`src/hw/tsmr_pkg.sv`:
```
`default_nettype none
package tsmr_pkg;
	// ----------------------------------------------------------------
	// register indices (byte address = 4 * index)
	// ----------------------------------------------------------------
	localparam logic [5:0] IDX_REVISION  = 6'h37;
	localparam logic [5:0] IDX_PIN_SEL   = 6'h38;
	localparam logic [5:0] IDX_DAC_ONE   = 6'h39;
	localparam logic [5:0] IDX_DAC_TWO   = 6'h3a;
	localparam logic [5:0] IDX_ADC_SNAP  = 6'h3b;
	localparam logic [5:0] IDX_PROD_A    = 6'h3c;
	localparam logic [5:0] IDX_PROD_B    = 6'h3d;
	localparam logic [5:0] IDX_PROD_C    = 6'h3e;
	localparam logic [5:0] IDX_PROD_D    = 6'h3f;

	// ----------------------------------------------------------------
	// field positions
	// ----------------------------------------------------------------
	localparam int SEL_ONE_LSB = 4;
	localparam int SEL_TWO_LSB = 0;
	localparam int ADC_I_LSB   = 4;
	localparam int ADC_Q_LSB   = 0;
	localparam int DAC_W       = 6;

	// ----------------------------------------------------------------
	// reset values
	// ----------------------------------------------------------------
	localparam logic [7:0] PIN_SEL_RESET = 8'h00;
	localparam logic [5:0] DAC_RESET     = 6'h00;
	localparam logic [7:0] PROD_A_RESET  = 8'hff;
	localparam logic [7:0] PROD_B_RESET  = 8'h00;
	localparam logic [7:0] PROD_C_RESET  = 8'h03;
	localparam logic [7:0] PROD_D_RESET  = 8'h00;

	// ----------------------------------------------------------------
	// pin select codes
	// ----------------------------------------------------------------
	localparam logic [3:0] SEL_HIGHZ  = 4'h0;
	localparam logic [3:0] SEL_DAC    = 4'h1;
	localparam logic [3:0] SEL_CORR   = 4'h2;
	localparam logic [3:0] SEL_FLOOR  = 4'h4;
	localparam logic [3:0] SEL_ADC_I  = 4'h5;
	localparam logic [3:0] SEL_ADC_Q  = 4'h6;
	localparam logic [3:0] SEL_HIGH   = 4'ha;
	localparam logic [3:0] SEL_LOW    = 4'hb;
	localparam logic [3:0] SEL_SEND   = 4'hc;
	localparam logic [3:0] SEL_RECV   = 4'hd;
	localparam logic [3:0] SEL_SUBC   = 4'he;
	localparam logic [3:0] SEL_PROBE  = 4'hf;

	// link rate codes
	localparam logic [1:0] RATE_106 = 2'h0;
endpackage : tsmr_pkg
`default_nettype wire

```
`src/hw/tsmr_sync3.sv`:
```
`default_nettype none
module tsmr_sync3 import tsmr_pkg::*; #(
	parameter int W = 8
) (
	// clock and reset
	input  wire logic         clk_in,
	input  wire logic         reset_in,
	// foreign-domain word
	input  wire logic [W-1:0] async_in,
	// settled copy
	output logic      [W-1:0] value_out
);
	typedef struct packed {
		logic [W-1:0] s1;
		logic [W-1:0] s2;
		logic [W-1:0] s3;
		logic [W-1:0] q;
	} tsmr_sync_s;

	tsmr_sync_s st;
	tsmr_sync_s next_st;

	always_comb begin
		next_st    = st;
		next_st.s1 = async_in;
		next_st.s2 = st.s1;
		next_st.s3 = st.s2;
		// take a change only once two stages agree
		if (st.s2 == st.s3) begin
			next_st.q = st.s3;
		end
	end

	always_ff @(posedge clk_in) begin
		if (reset_in) begin
			st <= '0;
		end else begin
			st <= next_st;
		end
	end

	assign value_out = st.q;
endmodule : tsmr_sync3
`default_nettype wire

```
`src/hw/tsmr_pin_mux.sv`:
```
`default_nettype none
module tsmr_pin_mux import tsmr_pkg::*; (
	// code for this pin
	input  wire logic [3:0]       sel_in,
	// candidate sources
	input  wire logic [DAC_W-1:0] dac_value_in,
	input  wire logic [3:0]       floor_in,
	input  wire logic [3:0]       adc_i_in,
	input  wire logic [3:0]       adc_q_in,
	input  wire logic             corr_in,
	input  wire logic             send_in,
	input  wire logic             recv_in,
	input  wire logic             subc_in,
	input  wire logic             rate_is_106_in,
	input  wire logic             probe_bit_in,
	// pin drive
	output logic                  level_out,
	output logic                  oe_n_out,
	output logic [DAC_W-1:0]      code_out,
	output logic                  dac_en_out
);
	always_comb begin
		level_out  = 1'b0;
		oe_n_out   = 1'b1;
		code_out   = '0;
		dac_en_out = 1'b0;
		case (sel_in)
			SEL_DAC: begin
				code_out   = dac_value_in;
				dac_en_out = 1'b1;
			end
			SEL_FLOOR: begin
				code_out   = {2'h0, floor_in};
				dac_en_out = 1'b1;
			end
			SEL_ADC_I: begin
				code_out   = {2'h0, adc_i_in};
				dac_en_out = 1'b1;
			end
			SEL_ADC_Q: begin
				code_out   = {2'h0, adc_q_in};
				dac_en_out = 1'b1;
			end
			SEL_CORR: begin
				level_out = corr_in;
				oe_n_out  = 1'b0;
			end
			SEL_HIGH: begin
				level_out = 1'b1;
				oe_n_out  = 1'b0;
			end
			SEL_LOW: begin
				oe_n_out = 1'b0;
			end
			SEL_SEND: begin
				level_out = send_in;
				oe_n_out  = 1'b0;
			end
			SEL_RECV: begin
				level_out = recv_in;
				oe_n_out  = 1'b0;
			end
			SEL_SUBC: begin
				// meaningless at the slowest rate, held low there
				level_out = subc_in & ~rate_is_106_in;
				oe_n_out  = 1'b0;
			end
			SEL_PROBE: begin
				level_out = probe_bit_in;
				oe_n_out  = 1'b0;
			end
			default: begin
				// high impedance and reserved codes float the pin
				oe_n_out = 1'b1;
			end
		endcase
	end
endmodule : tsmr_pin_mux
`default_nettype wire

```
`src/hw/tsmr_top.sv`:
```
// Summary of operation
// A read-only 8-bit register reports the firmware revision and ignores writes.
// Code 0001 in the first pin field puts converter one on pin one and converter two on pin two.
// Codes 0100, 0101, 0110 route the receiver floor, I channel and Q channel via the converter.
// Code 1100 shows the sending indicator, shaped per link rate by the transmitter.
// Code 1101 shows the receiving indicator, shaped per link rate by the receiver.
// Code 1110 shows subcarrier detection, undefined at the slowest rate.
// Code 1111 shows the probe bus bit picked by the external bit choice.
// The low select nibble drives pin two with the same code table as the high nibble for pin one.
// Converter one holds a 6-bit value shown on pin one under code 0001.
// Converter two holds a 6-bit value shown on pin two under code 0001.
// A read-only register returns the I channel in bits 7..4 and Q channel in bits 3..0.
// Production test registers hold their reset values and steer nothing; here they take APB writes.
// Code 0000 floats the pin, 1010 drives high, 1011 drives low, reserved codes float.
`default_nettype none
module tsmr_top import tsmr_pkg::*; #(
	parameter logic [7:0] REVISION = 8'h5a  // arbitrary value
) (
	// clock and reset
	input  wire logic             clk_in,
	input  wire logic             reset_in,
	// apb slave
	input  wire logic             psel_in,
	input  wire logic             penable_in,
	input  wire logic             pwrite_in,
	input  wire logic [7:0]       paddr_in,
	input  wire logic [31:0]      pwdata_in,
	output logic                  pready_out,
	output logic      [31:0]      prdata_out,
	output logic                  pslverr_out,
	// internal test sources, same clock
	input  wire logic [3:0]       receiver_floor_signal_in,
	input  wire logic             correlator_one_signal_in,
	input  wire logic             sending_indicator_in,
	input  wire logic             receiving_indicator_in,
	input  wire logic             subcarrier_detected_in,
	input  wire logic [1:0]       link_rate_in,
	input  wire logic [7:0]       probe_bus_in,
	input  wire logic [2:0]       probe_bus_bit_choice_in,
	// converter channels, foreign domain
	input  wire logic [3:0]       adc_i_in,
	input  wire logic [3:0]       adc_q_in,
	// first test pin
	output logic                  first_test_output_pin_out,
	output logic                  first_test_output_pin_oe_n_out,
	output logic      [DAC_W-1:0] first_test_output_pin_code_out,
	output logic                  first_test_output_pin_dac_en_out,
	// second test pin
	output logic                  second_test_output_pin_out,
	output logic                  second_test_output_pin_oe_n_out,
	output logic      [DAC_W-1:0] second_test_output_pin_code_out,
	output logic                  second_test_output_pin_dac_en_out
);
	// ----------------------------------------------------------------
	// state
	// ----------------------------------------------------------------
	typedef struct packed {
		logic [7:0]       pin_sel;
		logic [DAC_W-1:0] first_test_converter_value;
		logic [DAC_W-1:0] second_test_converter_value;
		logic [7:0]       prod_a;
		logic [7:0]       prod_b;
		logic [7:0]       prod_c;
		logic [7:0]       prod_d;
		logic             ready;
		logic             slverr;
		logic [31:0]      rdata;
		logic             p1_level;
		logic             p1_oe_n;
		logic [DAC_W-1:0] p1_code;
		logic             p1_dac_en;
		logic             p2_level;
		logic             p2_oe_n;
		logic [DAC_W-1:0] p2_code;
		logic             p2_dac_en;
	} tsmr_top_s;

	tsmr_top_s        st;
	tsmr_top_s        next_st;
	logic [7:0]       adc_snap;
	logic [3:0]       first_pin_signal_select;
	logic [3:0]       second_pin_signal_select;
	logic [3:0]       second_sel_eff;
	logic             rate_is_106;
	logic             probe_bit;
	logic             m1_level;
	logic             m1_oe_n;
	logic [DAC_W-1:0] m1_code;
	logic             m1_dac_en;
	logic             m2_level;
	logic             m2_oe_n;
	logic [DAC_W-1:0] m2_code;
	logic             m2_dac_en;
	logic [5:0]       idx;
	logic             setup;
	logic             access;

	// ----------------------------------------------------------------
	// converter snapshot crossing
	// ----------------------------------------------------------------
	tsmr_sync3 #(.W(8)) u_adc_sync (
		.clk_in    (clk_in),
		.reset_in  (reset_in),
		.async_in  ({adc_i_in, adc_q_in}),
		.value_out (adc_snap)
	);

	// ----------------------------------------------------------------
	// pin routing
	// ----------------------------------------------------------------
	assign first_pin_signal_select  = st.pin_sel[SEL_ONE_LSB +: 4];
	assign second_pin_signal_select = st.pin_sel[SEL_TWO_LSB +: 4];
	// converter mode on pin one pulls pin two onto converter two
	assign second_sel_eff = (first_pin_signal_select == SEL_DAC) ?
		SEL_DAC : second_pin_signal_select;  // see
	assign rate_is_106 = (link_rate_in == RATE_106);
	assign probe_bit   = probe_bus_in[probe_bus_bit_choice_in];

	tsmr_pin_mux u_mux_one (
		.sel_in         (first_pin_signal_select),
		.dac_value_in   (st.first_test_converter_value),
		.floor_in       (receiver_floor_signal_in),
		.adc_i_in       (adc_snap[ADC_I_LSB +: 4]),
		.adc_q_in       (adc_snap[ADC_Q_LSB +: 4]),
		.corr_in        (correlator_one_signal_in),
		.send_in        (sending_indicator_in),
		.recv_in        (receiving_indicator_in),
		.subc_in        (subcarrier_detected_in),
		.rate_is_106_in (rate_is_106),
		.probe_bit_in   (probe_bit),
		.level_out      (m1_level),
		.oe_n_out       (m1_oe_n),
		.code_out       (m1_code),
		.dac_en_out     (m1_dac_en)
	);

	tsmr_pin_mux u_mux_two (
		.sel_in         (second_sel_eff),
		.dac_value_in   (st.second_test_converter_value),
		.floor_in       (receiver_floor_signal_in),
		.adc_i_in       (adc_snap[ADC_I_LSB +: 4]),
		.adc_q_in       (adc_snap[ADC_Q_LSB +: 4]),
		.corr_in        (correlator_one_signal_in),
		.send_in        (sending_indicator_in),
		.recv_in        (receiving_indicator_in),
		.subc_in        (subcarrier_detected_in),
		.rate_is_106_in (rate_is_106),
		.probe_bit_in   (probe_bit),
		.level_out      (m2_level),
		.oe_n_out       (m2_oe_n),
		.code_out       (m2_code),
		.dac_en_out     (m2_dac_en)
	);

	// ----------------------------------------------------------------
	// register file and apb
	// ----------------------------------------------------------------
	assign idx    = paddr_in[7:2];
	assign setup  = psel_in & ~penable_in;
	assign access = psel_in & penable_in & st.ready;

	always_comb begin
		next_st       = st;
		next_st.ready = setup;
		// answer prepared in setup, shown in the first access cycle
		if (setup) begin
			next_st.slverr = (paddr_in[1:0] != 2'h0);
			next_st.rdata  = '0;
			case (idx)
				IDX_REVISION: next_st.rdata[7:0] = REVISION;
				IDX_PIN_SEL:  next_st.rdata[7:0] = st.pin_sel;
				IDX_DAC_ONE:  next_st.rdata[DAC_W-1:0] = st.first_test_converter_value;
				IDX_DAC_TWO:  next_st.rdata[DAC_W-1:0] = st.second_test_converter_value;
				IDX_ADC_SNAP: next_st.rdata[7:0] = adc_snap;
				IDX_PROD_A:   next_st.rdata[7:0] = st.prod_a;
				IDX_PROD_B:   next_st.rdata[7:0] = st.prod_b;
				IDX_PROD_C:   next_st.rdata[7:0] = st.prod_c;
				IDX_PROD_D:   next_st.rdata[7:0] = st.prod_d;
				default:      next_st.slverr = 1'b1;
			endcase
		end
		// revision and snapshot ignore writes
		if (access && pwrite_in && !st.slverr) begin
			case (idx)
				IDX_PIN_SEL: next_st.pin_sel = pwdata_in[7:0];
				IDX_DAC_ONE:
					next_st.first_test_converter_value = pwdata_in[DAC_W-1:0];
				IDX_DAC_TWO:
					next_st.second_test_converter_value = pwdata_in[DAC_W-1:0];
				// kept as storage only, readable over apb but steering nothing
				IDX_PROD_A: next_st.prod_a = pwdata_in[7:0];
				IDX_PROD_B: next_st.prod_b = pwdata_in[7:0];
				IDX_PROD_C: next_st.prod_c = pwdata_in[7:0];
				IDX_PROD_D: next_st.prod_d = pwdata_in[7:0];
				default: begin
				end
			endcase
		end
		// registered pin drive, one cycle behind the select
		next_st.p1_level  = m1_level;  // see see
		next_st.p1_oe_n   = m1_oe_n;
		next_st.p1_code   = m1_code;
		next_st.p1_dac_en = m1_dac_en;
		next_st.p2_level  = m2_level;
		next_st.p2_oe_n   = m2_oe_n;
		next_st.p2_code   = m2_code;
		next_st.p2_dac_en = m2_dac_en;
	end

	always_ff @(posedge clk_in) begin
		if (reset_in) begin
			st         <= '0;
			st.pin_sel <= PIN_SEL_RESET;
			st.first_test_converter_value  <= DAC_RESET;
			st.second_test_converter_value <= DAC_RESET;
			st.prod_a  <= PROD_A_RESET;
			st.prod_b  <= PROD_B_RESET;
			st.prod_c  <= PROD_C_RESET;
			st.prod_d  <= PROD_D_RESET;
			st.p1_oe_n <= 1'b1;
			st.p2_oe_n <= 1'b1;
		end else begin
			st <= next_st;
		end
	end

	assign pready_out  = st.ready;
	assign prdata_out  = st.rdata;
	assign pslverr_out = st.slverr;
	assign first_test_output_pin_out         = st.p1_level;
	assign first_test_output_pin_oe_n_out    = st.p1_oe_n;
	assign first_test_output_pin_code_out    = st.p1_code;
	assign first_test_output_pin_dac_en_out  = st.p1_dac_en;
	assign second_test_output_pin_out        = st.p2_level;
	assign second_test_output_pin_oe_n_out   = st.p2_oe_n;
	assign second_test_output_pin_code_out   = st.p2_code;
	assign second_test_output_pin_dac_en_out = st.p2_dac_en;
endmodule : tsmr_top
`default_nettype wire

```
`config.mk`:
```
export PLATFORM = sky130hd
export DESIGN_NAME = tsmr_top
export DESIGN_NICKNAME = d
export VERILOG_FILES = /design/src/hw/tsmr_pkg.sv /design/src/hw/tsmr_sync3.sv /design/src/hw/tsmr_pin_mux.sv /design/src/hw/tsmr_top.sv
export SDC_FILE = /design/constraint.sdc
export NUM_CORES = 1
export LEC_CHECK = 0
export BUFFER_PORTS_ARGS = -buffer_cell sky130_fd_sc_hd__clkbuf_2
export CAP_MARGIN = 20
export CELL_PAD_IN_SITES_DETAIL_PLACEMENT = 0
export CELL_PAD_IN_SITES_GLOBAL_PLACEMENT = 1
export CORE_MARGIN = 4
export CORE_UTILIZATION = 44
export CTS_CLUSTER_SIZE = 28
export DETAILED_ROUTE_END_ITERATION = 12
export PLACE_DENSITY_LB_ADDON = 0.1
export SLEW_MARGIN = 20
export SYNTH_ARGS = -nofsm -noshare
export SYNTH_HDL_FRONTEND = slang
export SYNTH_SLANG_ARGS = --single-unit
```
`constraint.sdc`:
```
create_clock -name clk_in -period 4.9 [get_ports clk_in]
set_input_delay 0.98 -clock clk_in [delete_from_list [all_inputs] [get_ports clk_in]]
set_output_delay 0.98 -clock clk_in [all_outputs]
set_load 0.005 [all_outputs]
```
## Yosys cells after proc, flatten, opt, wreduce, memory -nomap -nowiden

Cells that the tools add are included.

- Flip-flop bits (word level): 112
- Output and inout port bits: 52
- Word-level logic and storage cells: 92

- $lt $le $gt $ge: 1
- Eq/ne operators: 32
- Multiplexer cells: 14
- Bitwise logic cells: 6
- Reductions and logical operators: 17

Operators with widths:

| cell | number |
|---|---|
| 6-bit equality test, second input constant | 9 |
| 6-bit case mux with 9 select lines | 1 |
| 4-bit equality test, second input constant | 12 |
| 6-bit case mux with 4 select lines | 2 |
| 4-bit by 3-bit equality test with 1-bit output, second input constant | 6 |
| 2-bit case mux with 7 select lines | 1 |
| 2-bit AND reduction | 7 |
| 7-bit OR reduction | 2 |
| 1-bit case mux with 6 select lines | 2 |
| 9-bit OR reduction | 1 |
| 4-bit by 1-bit equality test with 1-bit output, second input constant | 2 |
| 4-bit by 2-bit equality test with 1-bit output, second input constant | 2 |
| 8-bit equality test | 1 |
| 4-bit OR reduction | 2 |
| 1-bit 2-to-1 mux | 6 |
| 1-bit bitwise AND | 4 |
| 3-bit by 4-bit < comparator with 1-bit output, second input constant | 1 |
| 4-bit 2-to-1 mux | 1 |
| 1-bit binary-select mux with 3-bit select | 1 |
| 1-bit logical AND | 2 |
| 2-bit logical NOT | 1 |
| 1-bit inverter | 2 |
| 2-bit nonzero test | 1 |
| 1-bit logical NOT | 1 |

## Depth between registers and ports, before layout

- Word-level depth: 5
- Mapped depth: 6
- Depth with buffers taken out: 4

## Hierarchy

From an unflattened synthesis, not the netlist that was laid out.

- Cell total of the unflattened synthesis: 553
- Area total of the unflattened synthesis: 5326.4 um2

Modules (own cells, without submodules):

| module | times used | cells an instance | area an instance (um2) | sequential area each (um2) |
|---|---|---|---|---|
| tsmr_top | 1 | 378 | 3726.1 | 1601.5 |
| tsmr_sync3 | 1 | 103 | 1137.3 | 640.6 |
| tsmr_pin_mux | 2 | 36 | 231.5 | 0.0 |

## Worst setup path before layout

Ideal clock, no wire load.

- Path kind: input port to flip-flop
- From: in paddr_in[2]
- To: reg st, in the netlist prdata_out[5]
- Library setup time: 121 ps
- Arrival: 2268 ps
- Data required time: 4779 ps
- Path slack: 2510 ps
- Stages on the path: 5
- Cells stage by stage: buf_2 buf_2 mux4_2 a22oi_1 o21ai_0

- Word-level cells in the longest chain between the ends: 2

RTL lines:

| element | line | text |
|---|---|---|
| start, declared | tsmr_top.sv:26 | `input wire logic [7:0] paddr_in,` |
| 6-bit equality test | tsmr_top.sv:169 | `case (idx)` |
| 6-bit case mux with 9 select lines (*) | tsmr_top.sv:169 |  |
| end signal, assigned | tsmr_top.sv:223 | `st <= next_st;` |
| end, declared | tsmr_top.sv:78 | `tsmr_top_s st;` |

Mark *: on every way between the ends. The rest lies on a longest branch, timed or not.
A chain may end at the register's enable or synchronous reset.

## Worst setup path after layout

- From: in paddr_in[2]
- To: reg st[81] (netlist bit)

- Word-level cells in the longest chain between the ends: 2

RTL lines:

| element | line | text |
|---|---|---|
| 6-bit equality test | tsmr_top.sv:184 | `case (idx)` |
| 2-bit AND reduction (no line) | -- |  |

Every way passes these cells.

==> impl_metrics.json <==
{
  "status": "finished clean",
  "synthCells": 514,
  "fin_util": 0.496,
  "design_area_um2": 5710,
  "rsz0062_at_grt": "false",
  "critical-path-slowest-cell": "nor4_4",
  "crit_type": "in2reg",
  "p_leak_nw": 2.07,
  "drt_wl_total_mm": 11.3,
  "ir_drop_mv": 0.195,
  "cp_max_fo": 21,
  "clock-root-buffer": "clkbuf_16",
  "synth_seq_cells": 112,
  "required_ps": 5130,
  "synth_top_area_frac": 0.430,
  "synth_area_per_cell_um2": 10.1,
  "fmax_mhz": 354,
  "fin_nets": 627,
  "crit_chain": "clkbuf_2 > or2_2 > nor4_4 > nor2b_1 > a211o_1",
  "drive_above_1_share": 0.233,
  "postCtsSetupRepairBufs": 0,
  "final_cells": 701,
  "holdCritStartpoint": "u_adc_sync.next_st[22]",
  "dp_hpwl_mm": 8.31,
  "internal_power_mw": 1.32,
  "cts_resized": 0,
  "grt_usage": 0.170,
  "ctsHoldBuffers": 0,
  "yosys-top-cells-area": "dfxtp_1, mux2i_1, mux4_2",
  "clock_latency_ps": 340,
  "setup_viol": 0,
  "grt_pass1_vias": 3471,
  "routabilityCongestion": 0.751,
  "power.total_mw": 1.72,
  "finalSetupTns_ps": 0,
  "core_region_area_um2": 11500,
  "reg2reg_to": "second_test_output_pin_code_out[1]",
  "max_cap_violations": 0,
  "async_reset_ff_frac": 0,
  "final-hold-violation-count": 0,
  "synth_top_flop_cell": "dfxtp_1",
  "finClkSkew_ps": 6.48,
  "hold_path_end": "u_adc_sync.next_st[14]",
  "tightest_slew_ps": 997,
  "synthToLayoutAreaGrowth_pct": 9.47,
  "clock-sinks": 112,
  "min_period_ps": 2830,
  "path_clk_slew_ps": 70,
  "netSwitchingPower_uw": 400,
  "ant_nets": 0,
  "rrSetupSlack_ps": 2730,
  "finalCritPeriodShare": 0.577,
  "p_sw_frac": 0.232,
  "die_area_um2": 13700,
  "ys_seq_area_frac": 0.430,
  "antenna_found_initial": 0,
  "yosysWarnings": 0,
  "fp.dieH_um": 117,
  "endpoint_kind": "flop",
  "overflow": 0,
  "diodes": 0,
  "io_pins": 126,
  "cp.arrival_ps": 3060,
  "min_path_type": "reg2reg",
  "io_buffers": 77,
  "slew_headroom": 0.334,
  "yosysTopAreaCell": "dfxtp_1",
  "power_frac_comb": 0.068,
  "grt_max_degree": 68,
  "vias": 3651,
  "synthesis.area_um2": 5220,
  "slew_violations": 0,
  "ys_types": 48,
  "avgRoutedWirePerCell_um": 16.1,
  "placed_cells": 685,
  "min_path_cells": 1,
  "cts_tree": "done",
  "drc_errors": 0,
  "synth_edf_count": 0,
  "initial_core_util": 0.453,
  "drtPass1Iterations": 4,
  "clockBufferDepth": 2,
  "powerDensity_nw_per_um2": 302,
  "vias_per_cell": 5.21,
  "cts.htree.levels": 3,
  "placed_cell_area_um2": 5440,
  "r2r-start": "first_pin_signal_select[0]",
  "startpoint": "paddr_in[2]",
  "critical-path-max-stage-delay_ps": 780,
  "grt_pass1_wl_mm": 17.8,
  "seq_power_share": 0.539,
  "first_iter_violations": 244,
  "cts_made_buffers": 9,
  "startpoint_type": "input pin",
  "p_clk_frac": 0.393,
  "rows": 39,
  "ff2ff_path_depth": 4,
  "die_w_um": 117
}
per-stage QoR:
| step | hold slack, ps | worst slack, ps |
|---|---|---|
| floorplan | 414 | 2510 |
| global placement | 419 | 1720 |
| detailed placement | 423 | 1660 |
| CTS | 439 | 2030 |
| global route | 455 | 1880 |
| finish | 437 | 2070 |
cell usage in the layout (no fill, tap or decap), drive strengths merged, types with 2 or more instances in the layout:
cell      count
a211o        10
xnor2         8
inv           5
o221ai        3
a222oi        4
dfxtp       112
nor3          3
o211ai        3
and3          4
nor4          7
nand2b        5
clkinvlp      3
mux4         16
clkinv        2
nor2b        42
nand3        11
and3b         4
mux2i        42
mux2          6
nand2        23
a22o          6
a221oi        4
conb         24
a21oi        15
nand4         4
clkbuf       88
a22oi         9
nor2         59
or3           2
and4          3
o21ai        17
synthesized netlist by cell type, types with 2 or more instances:
library cell and number:
mux4_2 16, nor4_4 7, o21ai_0 17, nor2_1 59, and3_1 4, nand4_1 2
a222oi_1 4, a221oi_1 4, clkbuf_1 23, and4_1 2, buf_4 44, buf_2 5
nor3_1 3, o221ai_1 3, a211o_1 10, a21oi_1 15, nand2b_1 5, xnor2_1 8
o211ai_1 3, mux2i_1 42, nand3_1 11, dfxtp_1 112, nor2b_1 42, a22oi_1 9
nand2_1 23, inv_1 5, mux2_2 6, and3b_1 4, a22o_1 6, nand4_4 2
cell type report:
| cell class | count | area, um2 |
|---|---|---|
| clock inverters | 5 | 32.5 |
| clock buffers | 11 | 243 |
| repair buffers | 78 | 393 |
| fillers | 1103 | 5810 |
| well taps | 143 | 179 |
| multi-input cells | 347 | 2600 |
| flip-flops and latches | 112 | 2240 |
| inverters | 5 | 18.8 |
routing by layer:
metal | track usage | wire length [um] | vias to the layer above
li1 | - | - | 1830
met4 | 0.0635 | 173 | 0
met2 | 0.277 | 5250 | 101
met1 | 0.227 | 5360 | 1706
met5 | 0 | 0 | -
met3 | 0.0298 | 527 | 14
worst max path at each step:
stage	endpoint	slack, ps
after global placement	st[82]	1720
after floorplan	prdata_out[5]	2510
after global routing	st[81]	1880
final	st[81]	2070
after detailed placement	st[83]	1660
after CTS	st[81]	2030
logic make-up after synthesis:
| logic type | synth area share |
|---|---|
| AO/OA/AOI/OAI | 0.105 |
| XOR/XNOR | 0.0134 |
| buffers and inverters | 0.0890 |
| flip-flops | 0.430 |
| multiplexers | 0.163 |
| other | 0.000719 |
| AND/OR/NAND/NOR | 0.200 |
critical path: cells and delay by family:
family,cells,cell delay [ps]
and+or+nand+nor,3,1380
buffers and inverters,1,400
AOI/OAI and AO/OA,1,300
registers in the layout (all words and copies together), names as in the netlist, 4 cells and up:
signal                           flops
first_pin_signal_select              4
first_test_output_pin_code_out       6
second_test_output_pin_code_out      6
second_pin_signal_select             4
u_adc_sync.next_st                  16
u_adc_sync.value_out                 8
u_adc_sync.st                        8
st                                  44
prdata_out                           8
power by group through the flow:
stage / Combinational [mW] / Sequential [mW] / Clock, mW
5_1_grt: 0.131 / 0.929 / 0.737
3_3_place_gp: 0.116 / 0.949 / 0
3_5_place_dp: 0.118 / 0.949 / 0
6_report: 0.118 / 0.928 / 0.677
4_1_cts: 0.118 / 0.928 / 0.699
2_1_floorplan: 0.0900 / 0.945 / 0
Note: power is estimated with default switching activity, not from simulation.
